<file path="config.mk">
export PLATFORM = sky130hd
export DESIGN_NAME = srs_status_vector
export DESIGN_NICKNAME = d
export VERILOG_FILES = /design/src/rtl/srs_pkg.sv /design/src/rtl/srs_rx_fifo.sv /design/src/rtl/srs_irq_core.sv /design/src/rtl/srs_status_vector.sv
export SDC_FILE = /design/constraint.sdc
export NUM_CORES = 1
export LEC_CHECK = 0
export CAP_MARGIN = 20
export CORE_UTILIZATION = 38
export CTS_CLUSTER_DIAMETER = 80
export DETAILED_ROUTE_END_ITERATION = 10
export DONT_BUFFER_PORTS = 1
export PLACE_DENSITY = 0.51
export SETUP_SLACK_MARGIN = 0.2
export SLEW_MARGIN = 20
export SYNTH_ARGS = -nofsm -noshare
export SYNTH_HDL_FRONTEND = slang
export SYNTH_SLANG_ARGS = --single-unit
</file>
<file path="constraint.sdc">
create_clock -name aclk -period 6 [get_ports aclk]
set_input_delay 0.6 -clock aclk [delete_from_list [all_inputs] [get_ports aclk]]
set_output_delay 0.6 -clock aclk [all_outputs]
set_load 0.02 [all_outputs]
</file>
<file path="src/rtl/srs_pkg.sv">
`default_nettype none
package srs_pkg;
  // ****************************************
  // register map
  // ****************************************
  localparam logic [7:0] OFF_PRIMARY  = 8'h00;
  localparam logic [7:0] OFF_RCS      = 8'h04;
  localparam logic [7:0] OFF_VEC      = 8'h08;
  localparam logic [7:0] OFF_CMD      = 8'h0C;
  localparam logic [7:0] OFF_ICTL     = 8'h10;
  localparam logic [7:0] OFF_VBASE    = 8'h14;
  localparam logic [7:0] OFF_FMT      = 8'h18;
  localparam logic [7:0] OFF_RXDATA   = 8'h1C;
  localparam logic [7:0] OFF_IRQ_STAT = 8'h20;
  localparam logic [7:0] OFF_IRQ_CLR  = 8'h24;
  localparam logic [7:0] OFF_IRQ_EN   = 8'h28;
  localparam logic [7:0] REG_RESET    = 8'h00;
  localparam logic [1:0] RESP_OKAY    = 2'h0;
  localparam logic [1:0] RESP_SLVERR  = 2'h2;
  // ****************************************
  // fields
  // ****************************************
  localparam int CMD_LSB      = 3;
  localparam logic [2:0] CMD_EXT_RESET = 3'h2;
  localparam logic [2:0] CMD_ERR_RESET = 3'h6;
  localparam int ICTL_SAV     = 2;
  localparam int FMT_PAR      = 0;
  localparam int FMT_MODE_LSB = 4;
  localparam int FMT_LEN_LSB  = 6;
  localparam int RCS_ALL_SENT = 0;
  localparam int RCS_RES_LSB  = 1;
  localparam int RCS_PAR      = 4;
  localparam int RCS_OVR      = 5;
  localparam int RCS_CRC      = 6;
  localparam int RCS_EOF      = 7;
  localparam int PRI_RX_AVAIL = 0;
  localparam int PRI_BREAK    = 7;
  localparam int IRQ_W        = 3;
  localparam int IRQ_EXT      = 0;
  localparam int IRQ_RX       = 1;
  localparam int IRQ_SPC      = 2;
  localparam int VEC_LSB      = 1;
  localparam logic [2:0] VEC_NONE = 3'h0;
  localparam logic [2:0] VEC_EXT  = 3'h1;
  localparam logic [2:0] VEC_RX   = 3'h2;
  localparam logic [2:0] VEC_SPC  = 3'h3;
  localparam logic [2:0] RES_RESET = 3'h1;
  localparam int FIFO_DEPTH   = 3;
  localparam logic [1:0] FIFO_FULL = 2'h3;

  typedef enum logic [1:0] {SRS_ASYNC, SRS_SYNC, SRS_SDLC, SRS_SPARE} srs_mode_e;

  // residue code in register order {d3,d2,d1}; tail wraps mod 8
  function automatic logic [2:0] srs_residue(input logic [1:0] len, input logic [3:0] tail);
    logic [2:0] base;
    logic [2:0] v;
    case (len)
      2'h0:    base = 3'h4;
      2'h1:    base = 3'h2;
      2'h2:    base = 3'h0;
      default: base = 3'h6;
    endcase
    v = base + tail[2:0] - {1'b0, len} - 3'h5;
    return {v[0], v[1], v[2]};
  endfunction : srs_residue

  function automatic logic [2:0] srs_vec_pick(input logic [IRQ_W-1:0] p);
    if (p[IRQ_SPC])
      return VEC_SPC;
    else if (p[IRQ_RX])
      return VEC_RX;
    else if (p[IRQ_EXT])
      return VEC_EXT;
    else
      return VEC_NONE;
  endfunction : srs_vec_pick
endpackage : srs_pkg
`default_nettype wire

</file>
<file path="src/rtl/srs_rx_fifo.sv">
`default_nettype none
module srs_rx_fifo
  import srs_pkg::*;
(
  // clock and reset
  input  wire logic       aclk,
  input  wire logic       aresetn,
  // fill side
  input  wire logic       push,
  input  wire logic [7:0] push_data,
  // drain side
  input  wire logic       pop,
  output logic            avail,
  output logic [7:0]      head_data,
  output logic            ovr_evt
);
  typedef struct packed {
    logic [FIFO_DEPTH-1:0][7:0] data;
    logic [FIFO_DEPTH-1:0]      tag;
    logic [1:0]                 count;
  } srs_fifo_s;

  srs_fifo_s st_ff;
  srs_fifo_s nxt_st;
  logic      do_pop;

  assign do_pop    = pop && (st_ff.count != 2'h0);
  assign avail     = st_ff.count != 2'h0;
  assign head_data = st_ff.data[0];
  assign ovr_evt   = do_pop && st_ff.tag[0];

  always_comb begin
    nxt_st = st_ff;
    if (do_pop) begin
      for (int i = 0; i < FIFO_DEPTH - 1; i++) begin
        nxt_st.data[i] = st_ff.data[i+1];
        nxt_st.tag[i]  = st_ff.tag[i+1];
      end
      nxt_st.tag[FIFO_DEPTH-1] = 1'b0;
      nxt_st.count = st_ff.count - 2'h1;
    end
    if (push) begin
      if (nxt_st.count == FIFO_FULL) begin
        nxt_st.data[FIFO_DEPTH-1] = push_data;
        nxt_st.tag[FIFO_DEPTH-1]  = 1'b1;
      end else begin
        nxt_st.data[nxt_st.count] = push_data;
        nxt_st.tag[nxt_st.count]  = 1'b0;
        nxt_st.count = nxt_st.count + 2'h1;
      end
    end
  end

  always_ff @(posedge aclk) begin
    if (!aresetn)
      st_ff <= '0;
    else
      st_ff <= nxt_st;
  end

  chk_fifo_overwrite: assert property (
    @(posedge aclk) disable iff (!aresetn)
    (push && !pop && st_ff.count == FIFO_FULL) |=>
      (st_ff.tag[FIFO_DEPTH-1] && st_ff.count == FIFO_FULL)
  ) else $error("overwrite of full fifo not tagged");
endmodule : srs_rx_fifo
`default_nettype wire

</file>
<file path="src/rtl/srs_irq_core.sv">
`default_nettype none
module srs_irq_core
  import srs_pkg::*;
(
  // clock and reset
  input  wire logic             aclk,
  input  wire logic             aresetn,
  // events and software access
  input  wire logic [IRQ_W-1:0] evt,
  input  wire logic             clr_we,
  input  wire logic             en_we,
  input  wire logic [IRQ_W-1:0] wr_data,
  // state
  output logic [IRQ_W-1:0]      status,
  output logic [IRQ_W-1:0]      enable,
  output logic                  irq
);
  typedef struct packed {
    logic [IRQ_W-1:0] status;
    logic [IRQ_W-1:0] enable;
  } srs_irq_s;

  srs_irq_s st_ff;
  srs_irq_s nxt_st;

  assign status = st_ff.status;
  assign enable = st_ff.enable;
  assign irq    = |(st_ff.status & st_ff.enable);

  always_comb begin
    nxt_st = st_ff;
    // set beats clear so no event is lost
    nxt_st.status = (st_ff.status & ~(clr_we ? wr_data : '0)) | evt;
    if (en_we)
      nxt_st.enable = wr_data;
  end

  always_ff @(posedge aclk) begin
    if (!aresetn)
      st_ff <= '0;
    else
      st_ff <= nxt_st;
  end

  chk_irq_sticky: assert property (
    @(posedge aclk) disable iff (!aresetn)
    (st_ff.status[0] && !(clr_we && wr_data[0])) |=> st_ff.status[0]
  ) else $error("sticky status bit lost");
endmodule : srs_irq_core
`default_nettype wire

</file>
<file path="src/rtl/srs_status_vector.sv">
// The implementer's own choices: the AXI4-Lite register port and the address map.
`default_nettype none
module srs_status_vector
  import srs_pkg::*;
(
  // clock and reset
  input  wire logic        aclk,
  input  wire logic        aresetn,
  // axi4-lite write channels
  input  wire logic [7:0]  s_axi_awaddr,
  input  wire logic        s_axi_awvalid,
  output logic             s_axi_awready,
  input  wire logic [31:0] s_axi_wdata,
  input  wire logic [3:0]  s_axi_wstrb,
  input  wire logic        s_axi_wvalid,
  output logic             s_axi_wready,
  output logic [1:0]       s_axi_bresp,
  output logic             s_axi_bvalid,
  input  wire logic        s_axi_bready,
  // axi4-lite read channels
  input  wire logic [7:0]  s_axi_araddr,
  input  wire logic        s_axi_arvalid,
  output logic             s_axi_arready,
  output logic [31:0]      s_axi_rdata,
  output logic [1:0]       s_axi_rresp,
  output logic             s_axi_rvalid,
  input  wire logic        s_axi_rready,
  // receiver and transmitter status
  input  wire logic        rx_break,
  input  wire logic        rx_abort,
  input  wire logic        rx_char_strobe,
  input  wire logic [7:0]  rx_char_data,
  input  wire logic        rx_parity_bad,
  input  wire logic        rx_frame_bad,
  input  wire logic        rx_crc_bad,
  input  wire logic        rx_eof,
  input  wire logic [3:0]  rx_tail_bits,
  input  wire logic        tx_idle,
  // interrupt
  output logic             irq
);
  // ****************************************
  // state
  // ****************************************
  typedef struct packed {
    logic       aw_held;
    logic [7:0] aw_addr;
    logic       w_held;
    logic [7:0] w_data;
    logic       w_lane0;
    logic       bvalid;
    logic [1:0] bresp;
    logic       rvalid;
    logic [7:0] rdata;
    logic [1:0] rresp;
    logic [7:0] fmt;
    logic [7:0] ictl;
    logic [7:0] vbase;
    logic       brk_abort;
    logic       brk_prev;
    logic       par_err;
    logic       ovr_err;
    logic       crc_err;
    logic       frm_err;
    logic       eof;
    logic       eof_wait;
    logic [2:0] residue;
  } srs_top_s;

  srs_top_s         st_ff;
  srs_top_s         nxt_st;
  srs_mode_e        mode;
  logic             is_async;
  logic             is_sdlc;
  logic [1:0]       len;
  logic             wr_fire;
  logic             rd_fire;
  logic             wr_ok;
  logic             cmd_ext;
  logic             cmd_err;
  logic             brk_rise;
  logic             brk_fall;
  logic             abort_evt;
  logic             par_evt;
  logic             crc_evt;
  logic             eof_evt;
  logic             frm_evt;
  logic             fifo_pop;
  logic             fifo_avail;
  logic [7:0]       fifo_head;
  logic             ovr_evt;
  logic [IRQ_W-1:0] irq_evt;
  logic [IRQ_W-1:0] irq_stat;
  logic [IRQ_W-1:0] irq_en;
  logic [7:0]       pri_word;
  logic [7:0]       rcs_word;
  logic [7:0]       vec_word;

  // ****************************************
  // decode
  // ****************************************
  assign mode     = srs_mode_e'(st_ff.fmt[FMT_MODE_LSB +: 2]);
  assign is_async = mode == SRS_ASYNC;
  assign is_sdlc  = mode == SRS_SDLC;
  assign len      = st_ff.fmt[FMT_LEN_LSB +: 2];

  assign s_axi_awready = !st_ff.aw_held;
  assign s_axi_wready  = !st_ff.w_held;
  assign s_axi_arready = !st_ff.rvalid;
  assign s_axi_bvalid  = st_ff.bvalid;
  assign s_axi_bresp   = st_ff.bresp;
  assign s_axi_rvalid  = st_ff.rvalid;
  assign s_axi_rresp   = st_ff.rresp;
  assign s_axi_rdata   = {24'h000000, st_ff.rdata};

  // one write in flight: the response must drain before the next
  assign wr_fire = st_ff.aw_held && st_ff.w_held && !st_ff.bvalid;
  assign rd_fire = s_axi_arvalid && !st_ff.rvalid;
  assign wr_ok   = st_ff.aw_addr inside {OFF_CMD, OFF_ICTL, OFF_VBASE, OFF_FMT,
                                         OFF_IRQ_CLR, OFF_IRQ_EN};
  assign cmd_ext = wr_fire && st_ff.w_lane0 && st_ff.aw_addr == OFF_CMD &&
                   st_ff.w_data[CMD_LSB +: 3] == CMD_EXT_RESET;
  assign cmd_err = wr_fire && st_ff.w_lane0 && st_ff.aw_addr == OFF_CMD &&
                   st_ff.w_data[CMD_LSB +: 3] == CMD_ERR_RESET;

  // ****************************************
  // receive events
  // ****************************************
  // break onset and end
  assign brk_rise  = is_async && rx_break && !st_ff.brk_prev;
  assign brk_fall  = is_async && !rx_break && st_ff.brk_prev;
  assign abort_evt = is_sdlc && rx_abort;
  assign par_evt   = rx_char_strobe && st_ff.fmt[FMT_PAR] && rx_parity_bad;
  assign crc_evt   = !is_async && rx_crc_bad;
  assign eof_evt   = is_sdlc && rx_eof;
  assign frm_evt   = is_async && rx_char_strobe && rx_frame_bad;
  assign fifo_pop  = rd_fire && s_axi_araddr == OFF_RXDATA;

  assign irq_evt[IRQ_EXT] = brk_rise || brk_fall || abort_evt;
  assign irq_evt[IRQ_RX]  = rx_char_strobe;
  assign irq_evt[IRQ_SPC] = par_evt || ovr_evt || crc_evt || eof_evt || frm_evt;

  // ****************************************
  // read words
  // ****************************************
  assign pri_word = {st_ff.brk_abort, 6'h00, fifo_avail};
  always_comb begin
    rcs_word = 8'h00;
    rcs_word[RCS_ALL_SENT] = is_async ? tx_idle : 1'b1;
    // residue held from end of frame
    rcs_word[RCS_RES_LSB +: 3] = st_ff.residue;
    rcs_word[RCS_PAR] = st_ff.par_err;
    rcs_word[RCS_OVR] = st_ff.ovr_err;
    rcs_word[RCS_CRC] = is_async ? st_ff.frm_err : st_ff.crc_err;
    rcs_word[RCS_EOF] = st_ff.eof;
  end
  always_comb begin
    vec_word = st_ff.vbase;
    if (st_ff.ictl[ICTL_SAV])
      vec_word[VEC_LSB +: 3] = srs_vec_pick(irq_stat & irq_en);
  end

  // ****************************************
  // next state
  // ****************************************
  always_comb begin
    nxt_st = st_ff;
    if (s_axi_awvalid && !st_ff.aw_held) begin
      nxt_st.aw_held = 1'b1;
      nxt_st.aw_addr = s_axi_awaddr;
    end
    if (s_axi_wvalid && !st_ff.w_held) begin
      nxt_st.w_held  = 1'b1;
      nxt_st.w_data  = s_axi_wdata[7:0];
      nxt_st.w_lane0 = s_axi_wstrb[0];
    end
    if (st_ff.bvalid && s_axi_bready)
      nxt_st.bvalid = 1'b0;
    if (wr_fire) begin
      nxt_st.aw_held = 1'b0;
      nxt_st.w_held  = 1'b0;
      nxt_st.bvalid  = 1'b1;
      nxt_st.bresp   = wr_ok ? RESP_OKAY : RESP_SLVERR;
      if (st_ff.w_lane0) begin
        case (st_ff.aw_addr)
          OFF_ICTL:  nxt_st.ictl  = st_ff.w_data;
          OFF_VBASE: nxt_st.vbase = st_ff.w_data;
          OFF_FMT:   nxt_st.fmt   = st_ff.w_data;
          default:   ;
        endcase
      end
    end
    if (st_ff.rvalid && s_axi_rready)
      nxt_st.rvalid = 1'b0;
    if (rd_fire) begin
      nxt_st.rvalid = 1'b1;
      nxt_st.rresp  = RESP_OKAY;
      case (s_axi_araddr)
        OFF_PRIMARY:  nxt_st.rdata = pri_word;
        OFF_RCS:      nxt_st.rdata = rcs_word;
        OFF_VEC:      nxt_st.rdata = vec_word;
        OFF_ICTL:     nxt_st.rdata = st_ff.ictl;
        OFF_VBASE:    nxt_st.rdata = st_ff.vbase;
        OFF_FMT:      nxt_st.rdata = st_ff.fmt;
        OFF_RXDATA:   nxt_st.rdata = fifo_head;
        OFF_IRQ_STAT: nxt_st.rdata = {5'h00, irq_stat};
        OFF_IRQ_EN:   nxt_st.rdata = {5'h00, irq_en};
        default: begin
          nxt_st.rdata = 8'h00;
          nxt_st.rresp = RESP_SLVERR;
        end
      endcase
    end
    nxt_st.brk_prev = rx_break;
    // cleared by command only, set wins
    nxt_st.brk_abort = (st_ff.brk_abort && !cmd_ext) || brk_rise || abort_evt;
    nxt_st.par_err = (st_ff.par_err && !cmd_err) || par_evt;
    nxt_st.ovr_err = (st_ff.ovr_err && !cmd_err) || ovr_evt;
    nxt_st.crc_err = (st_ff.crc_err && !cmd_err) || crc_evt;
    // closing flag sets end of frame
    nxt_st.eof = (st_ff.eof && !cmd_err) || eof_evt;
    if (is_async && rx_char_strobe)
      nxt_st.frm_err = rx_frame_bad;
    // next frame first char refreshes residue
    if (rx_char_strobe && st_ff.eof_wait) begin
      nxt_st.eof_wait = 1'b0;
      nxt_st.residue  = srs_residue(len, {2'h0, len} + 4'h5);
    end
    if (eof_evt) begin
      nxt_st.eof_wait = 1'b1;
      nxt_st.residue  = srs_residue(len, rx_tail_bits);
    end
  end

  always_ff @(posedge aclk) begin
    if (!aresetn) begin
      st_ff         <= '0;
      st_ff.fmt     <= REG_RESET;
      st_ff.ictl    <= REG_RESET;
      st_ff.vbase   <= REG_RESET;
      st_ff.residue <= RES_RESET;
    end else begin
      st_ff <= nxt_st;
    end
  end

  // ****************************************
  // helpers
  // ****************************************
  srs_rx_fifo u_fifo (
    .aclk      (aclk),
    .aresetn   (aresetn),
    .push      (rx_char_strobe),
    .push_data (rx_char_data),
    .pop       (fifo_pop),
    .avail     (fifo_avail),
    .head_data (fifo_head),
    .ovr_evt   (ovr_evt)
  );

  srs_irq_core u_irq (
    .aclk    (aclk),
    .aresetn (aresetn),
    .evt     (irq_evt),
    .clr_we  (wr_fire && st_ff.w_lane0 && st_ff.aw_addr == OFF_IRQ_CLR),
    .en_we   (wr_fire && st_ff.w_lane0 && st_ff.aw_addr == OFF_IRQ_EN),
    .wr_data (st_ff.w_data[IRQ_W-1:0]),
    .status  (irq_stat),
    .enable  (irq_en),
    .irq     (irq)
  );

  // ****************************************
  // checks
  // ****************************************
  chk_break_set: assert property (
    @(posedge aclk) disable iff (!aresetn)
    (is_async && rx_break && !st_ff.brk_prev) |=> (st_ff.brk_abort && irq_stat[IRQ_EXT])
  ) else $error("break did not set flag and interrupt");
  chk_break_hold: assert property (
    @(posedge aclk) disable iff (!aresetn)
    (st_ff.brk_abort && !cmd_ext) |=> st_ff.brk_abort
  ) else $error("break flag dropped without command");
  chk_break_end: assert property (
    @(posedge aclk) disable iff (!aresetn)
    (is_async && !rx_break && st_ff.brk_prev) |=> irq_stat[IRQ_EXT]
  ) else $error("break end gave no interrupt");
  chk_abort_set: assert property (
    @(posedge aclk) disable iff (!aresetn)
    (is_sdlc && rx_abort) |=> (st_ff.brk_abort && irq_stat[IRQ_EXT])
  ) else $error("abort did not set flag");
  chk_allsent_sync: assert property (
    @(posedge aclk) disable iff (!aresetn)
    !is_async |-> rcs_word[RCS_ALL_SENT]
  ) else $error("all sent clear in sync mode");
  chk_parity_latch: assert property (
    @(posedge aclk) disable iff (!aresetn)
    par_evt |=> st_ff.par_err ##1 (st_ff.par_err || $past(cmd_err))
  ) else $error("parity error not latched");
  chk_err_reset: assert property (
    @(posedge aclk) disable iff (!aresetn)
    (cmd_err && !par_evt && !crc_evt) |=> (!st_ff.par_err && !st_ff.crc_err)
  ) else $error("error reset did not clear");
  chk_frame_follow: assert property (
    @(posedge aclk) disable iff (!aresetn)
    (is_async && rx_char_strobe) |=> (rcs_word[RCS_CRC] == $past(rx_frame_bad) || !is_async)
  ) else $error("framing bit not updated");
  chk_residue_eof: assert property (
    @(posedge aclk) disable iff (!aresetn)
    eof_evt |=> (st_ff.eof && st_ff.residue == $past(srs_residue(len, rx_tail_bits)))
  ) else $error("residue not captured at end of frame");
  chk_vec_plain: assert property (
    @(posedge aclk) disable iff (!aresetn)
    !st_ff.ictl[ICTL_SAV] |-> vec_word == st_ff.vbase
  ) else $error("vector differs from base");
  chk_vec_status: assert property (
    @(posedge aclk) disable iff (!aresetn)
    (st_ff.ictl[ICTL_SAV] && irq_stat[IRQ_SPC] && irq_en[IRQ_SPC]) |-> vec_word[3:1] == VEC_SPC
  ) else $error("vector ignores top condition");
endmodule : srs_status_vector
`default_nettype wire

</file>
After elaboration in Yosys (flattened, before gate mapping)
Index checks and enable logic that the tools add are counted.

word-level totals
  bits of input ports = 79
  word-level logic and storage cells = 166
  output and inout bits = 42
  register bits = 103

cells by class
  order comparisons = 2
  muxes and demuxes = 30
  bitwise operators = 7
  equality and inequality tests = 20
  add/subtract/negate cells = 9
  reductions and logical operators = 69

operators by type and width
  kind                                                 count
  one-hot mux 8 bit (9 select lines)                   1
  equality test 8 x 5 -> 1 bit, second input constant  7
  two-way mux 21 bit                                   2
  logical AND 1 bit                                    34
  equality test 8 x 6 -> 1 bit, second input constant  4
  bitwise mux 24 bit                                   1
  demux 8 bit (select 2 bit)                           1
  equality test 8 x 4 -> 1 bit, second input constant  2
  two-way mux 16 bit                                   1
  two-way mux 8 bit                                    2
  two-way mux 3 bit                                    5
  logical OR 1 bit                                     12
  two-way mux 4 bit                                    3
  two-way mux 11 bit                                   1
  AND 3 bit                                            3
  zero test 1 bit                                      9
  one-hot mux 3 bit (3 select lines)                   1
  AND reduction 3 bit                                  3
  OR reduction 9 bit                                   1
  equality test 8 x 3 -> 1 bit, second input constant  1
  zero test 8 bit                                      1
  two-way mux 2 bit                                    4
  nonzero test 2 bit                                   4
  two-way mux 1 bit                                    7
  other kinds (20)                                     27

Longest topological paths before layout
  depth in word-level cells = 13
  mapped depth = 10
  gate-level depth less buffers = 10

Cells and area by module
A second synthesis with hierarchy kept.

second synthesis, totals
  cell total of the unflattened synthesis = 576
  area total of the unflattened synthesis = 5271.3 um^2

modules (own cells, without submodules)
  module             cells each  sequential area each (um^2)  area an instance (um^2)  times used
  srs_status_vector  404         1321.3                       3562.2                   1
  srs_rx_fifo        149         580.6                        1481.4                   1
  srs_irq_core       23          120.1                        227.7                    1

Worst setup path before layout
OpenSTA, ideal clock, no wires.

  path kind = in2reg
  from = input port s_axi_araddr[3]
  to = register u_fifo.st_ff[13] (netlist bit)
  required time = 5884 ps
  stages = 8
  path buffers = 4
  setup slack = 3691 ps
  setup time = 116 ps
  arrival time = 2193 ps
  path through = buf_2 and2_1 clkbuf_1 and4_1 buf_4 mux2_2 buf_4 o211a_1

between the ends
  word-level cells in the longest chain between the ends = 11
  elaborated cells between the ends (all ways) = 13
  classes of those cells = order compare: 2; eq/ne: 2; mux: 6; reduce/logical: 3

ends and longest elaborated chain
  item                                                                                                                    line                      source
  from (decl)                                                                                                             srs_status_vector.sv:21   input wire logic [7:0] s_axi_araddr,
  equality test 8 x 5 -> 1 bit (*)                                                                                        srs_status_vector.sv:137  assign fifo_pop = rd_fire && s_axi_araddr == OFF_RXDATA;
  logical AND 1 bit (*)                                                                                                   srs_status_vector.sv:137
  logical AND 1 bit (*)                                                                                                   srs_rx_fifo.sv:27         assign do_pop = pop && (st_ff.count != 2'h0);
  two-way mux 21 bit (*)                                                                                                  srs_rx_fifo.sv:34         if (do_pop) begin
  < comparator 2 x 3 -> 1 bit (not written as such) / greater-or-equal comparator 2 x 1 -> 1 bit (equally long branches)  srs_rx_fifo.sv:47         nxt_st.data[nxt_st.count] = push_data;
  logical AND 1 bit (not written as such)                                                                                 srs_rx_fifo.sv:47
  two-way mux 8 bit (not written as such)                                                                                 srs_rx_fifo.sv:47
  demux 8 bit (select 2 bit)                                                                                              --
  bitwise mux 24 bit                                                                                                      srs_rx_fifo.sv:47
  two-way mux 16 bit                                                                                                      srs_rx_fifo.sv:43         if (nxt_st.count == FIFO_FULL) begin
  two-way mux 21 bit (*)                                                                                                  srs_rx_fifo.sv:42         if (push) begin
  to (signal assigned)                                                                                                    srs_rx_fifo.sv:58         st_ff <= nxt_st;
  to (decl)                                                                                                               srs_rx_fifo.sv:23         srs_fifo_s st_ff;

Mark *: on every way between the ends. The rest lies on a longest branch, timed or not.
A chain may end at the register's enable or synchronous reset.

Final worst setup path
  from = register u_fifo.st_ff[0] (netlist bit)
  to = register u_fifo.st_ff, in the netlist u_fifo.head_data[2]

between the ends
  word-level cells in the longest chain between the ends = 10
  elaborated cells between the ends (all ways) = 13
  classes of those cells = add/sub: 1; order compare: 2; eq/ne: 1; mux: 6; reduce/logical: 3

ends and longest elaborated chain
  item                                                                                                                    line
  parallel branches: the longest is 2 deep, another holds subtractor 2 x 1 -> 2 bit                                       --
  two-way mux 21 bit (*)                                                                                                  srs_rx_fifo.sv:34
  < comparator 2 x 3 -> 1 bit (not written as such) / greater-or-equal comparator 2 x 1 -> 1 bit (equally long branches)  srs_rx_fifo.sv:47
  logical AND 1 bit (not written as such)                                                                                 srs_rx_fifo.sv:47
  two-way mux 8 bit (not written as such)                                                                                 srs_rx_fifo.sv:47
  demux 8 bit (select 2 bit)                                                                                              --
  bitwise mux 24 bit                                                                                                      srs_rx_fifo.sv:47
  two-way mux 16 bit                                                                                                      srs_rx_fifo.sv:43
  two-way mux 21 bit (*)                                                                                                  srs_rx_fifo.sv:42

Every way passes the cells marked *.

==> impl_metrics.toml <==
[outcome]
status = "complete, no violations"

[power]
p_int_mw = 1.062
switching_power_mw = 0.3470
power_mw = 1.409
p_comb_share_pct = 8.0
sw_frac_of_total_pct = 24.63
power_per_cell_area_nw_per_um2 = 260.6
pwr-share-clk_pct = 40.8
ir_worst_vdd_v = 0.0001416
p_leak_nw = 2.101
pwr-share-seq_pct = 51.2

[routing]
wl_per_cell_um = 16.71
drtPass1Iterations = 6
drtAntennaViolNets = 0
drtIter0Drc = 258
drcViolationCount = 0
drt_wl_total_mm = 12.26
vias = 3828
routed_via_density = 5.215

[setup_path]
cp-start-kind = "flop"
critPathMaxFanout = 25
required_ns = 6.25
worstPathArrival_ns = 2.94
worstSetupPathType = "flop to flop"
cp-end-kind = "flop"
reg2reg_slack_ns = 3.30

[grt]
grt_max_degree = 109
grt_pass1_wl_mm = 19.88
antenna_found_initial = 0
grt_usage_pct = 18.14
grt_pass1_vias = 3718
gr-total-overflow = 0

[placed_design]
placed_cell_area_um2 = 5121
dp.cells = 720
io_buffers = 0
post-dp-hpwl_mm = 8.751
globalplace.congestion = 0.8150

[yosys]
yosysUniqueCellTypes = 57
yosys_warnings = 0
synth_edf_count = 0
synth_area_leader_cell = "dfxtp_1"
avgSynthCellArea_um2 = 8.897
synth-seq-cells = 101
synthCells = 585
synth_seq_area_share_pct = 38.85
yosysTopAreaCellShare_pct = 38.85
synth_ff_type = "dfxtp_1"
synth.area.top_cells = "dfxtp_1 (39%), mux2i_1 (11%), nand2_1 (6.7%)"
netlist_area_um2 = 5205
async_flop_share_pct = 0

[cts]
cts_hold_buf = 0
clk_path_buf_depth = 2
cts_resized = 0
clock_latency_ns = 0.35
numCtsBuffers = 9
cts_root_buf = "clkbuf_16"
htreeDepth = 3
cts_tree = "yes"
cts_sinks = 101
clk_pin_slew_ns = 0.07
cts_setup_buffers = 0

[floorplan]
dieArea_um2 = 14170
rows = 42
coreArea_um2 = 13300
io_pins = 121
die_width_um = 119.0
die_h_um = 119.0
initial_utilization_pct = 39.15

[flow_run]
drv_cap = 0

[cells_and_area]
regArea_um2 = 2022
fillers = 1319
multiInputGateArea_um2 = 2826
layout.nets = 640
num_antenna_cells = 0
area_growth_pct = 3.894
stdcell_count = 734
final_cell_area_um2 = 5408
drive_above_1_share_pct = 5.376

[timing]
period_needed_ns = 2.696
setup_tns_ns = 0
rsz0062_at_grt = "false"
slew_viol_final = 0
timing.fmax_ghz = 0.3710
worst_pin_slew_ns = 1.115
fin_skew_ns = 0.008397
hold_violations = 0
setup-violations-final = 0
slew_headroom_pct = 24.99
timing.hold.ws_ns = 0.3624
finalCritPeriodShare_pct = 44.93

[worst_hold_path]
hold_path.class = "primary input to flop"
==> cells in the mapped netlist (all sizes together) (4+ instances only) <==
cell type,instances
a31oi,4
nor4b,5
nand2,93
inv,12
nor4,5
a22o,6
o21ai,27
nor3,8
nor2,24
nand3,16
a21oi,16
nor2b,32
o21a,6
ha,5
a21boi,29
o211a,17
buf,44
dfxtp,101
and2,4
clkbuf,23
mux2,5
mux2i,57
==> per-stage QoR <==
| step | setup slack (ns) | util [%] |
|---|---|---|
| 5_1_grt | 3.020 | 40.67 |
| 6_report | 3.304 | 40.67 |
| 2_1_floorplan | 3.691 | - |
| 3_5_place_dp | 3.121 | 38.52 |
| 3_3_place_gp | 3.143 | 38.52 |
| 4_1_cts | 3.282 | 40.67 |
==> power groups by stage <==
stage | clock [mW] | sequential [mW] | combinational (mW)
floorplan | 0 | 0.725 | 0.128
global placement | 0 | 0.737 | 0.111
detailed placement | 0 | 0.738 | 0.113
CTS | 0.595 | 0.722 | 0.113
global route | 0.617 | 0.725 | 0.126
finish | 0.575 | 0.722 | 0.112
==> registers in the layout, indices dropped and copies added (netlist names) <==
signal            flops
mode                  2
s_axi_rresp           1
s_axi_rvalid          1
s_axi_bvalid          1
pri_word              1
s_axi_bresp           1
u_fifo.st_ff         21
u_irq.status          3
u_fifo.head_data      8
s_axi_rdata           8
rcs_word              6
st_ff                43
u_irq.enable          3
len                   2
==> layout by cell type (no fill, tap or decap), types with 7 or more instances in the layout <==
cell type and instances:
nand3_1 16, nor2b_1 32, nor2_1 23, conb_1 26, o211a_1 17, a21boi_0 29
dfxtp_1 101, inv_1 12, nor3_1 7, a21oi_1 16, o21ai_0 27, mux2i_1 56
clkbuf_16 9, nand2_1 93
==> logic make-up after synthesis <==
group,Yosys count,share of synthesized area (%)
buffers and inverters,79,8.654
DFF,101,38.85
other,1,0.07205
adders and majority gates,6,1.587
and+or+nand+nor,207,20.41
muxes,63,12.55
xor gates and xnor gates,5,0.8415
AOI/OAI and AO/OA,123,17.04
==> worst max-delay path, stage by stage, from the launching register on <==
cell,delay (ns)
dfxtp_1,0.41
inv_1,0.11
ha_1,0.22
nor3b_1,0.19
and4_1,0.21
buf_4,0.36
mux2i_2,0.81
nand2_1,0.12
o211a_1,0.17
==> per-layer routing <==
| metal | up-vias | global-route usage [%] | wire length [um] |
|---|---|---|---|
| met4 | 0 | 4.984 | 106 |
| met5 | - | 0 | 0 |
| met1 | 1786 | 25.04 | 6028 |
| met3 | 9 | 5.125 | 732 |
| met2 | 101 | 27.43 | 5394 |
| li1 | 1932 | - | - |
==> final cells by class <==
cell class	instances	share of cell area [%]
Inverter	12	0.8329
Tap cell	176	4.072
Sequential cell	101	37.39
Clock inverter	5	1.134
Timing Repair Buffer	1	0.1388
Clock buffer	9	4.165
Multi-Input combinational cell	430	52.27
==> final timing paths <==
path / from / endpoint / depth (start not counted)
max: u_fifo.st_ff[0] / u_fifo.head_data[2] / 8
min: s_axi_awvalid / st_ff[67] / 2
max reg2reg: u_fifo.st_ff[0] / u_fifo.head_data[2] / 8
min reg2reg: u_fifo.st_ff[24] / u_fifo.st_ff[24] / 2
No activity file was read; power rests on OpenSTA's default activity.
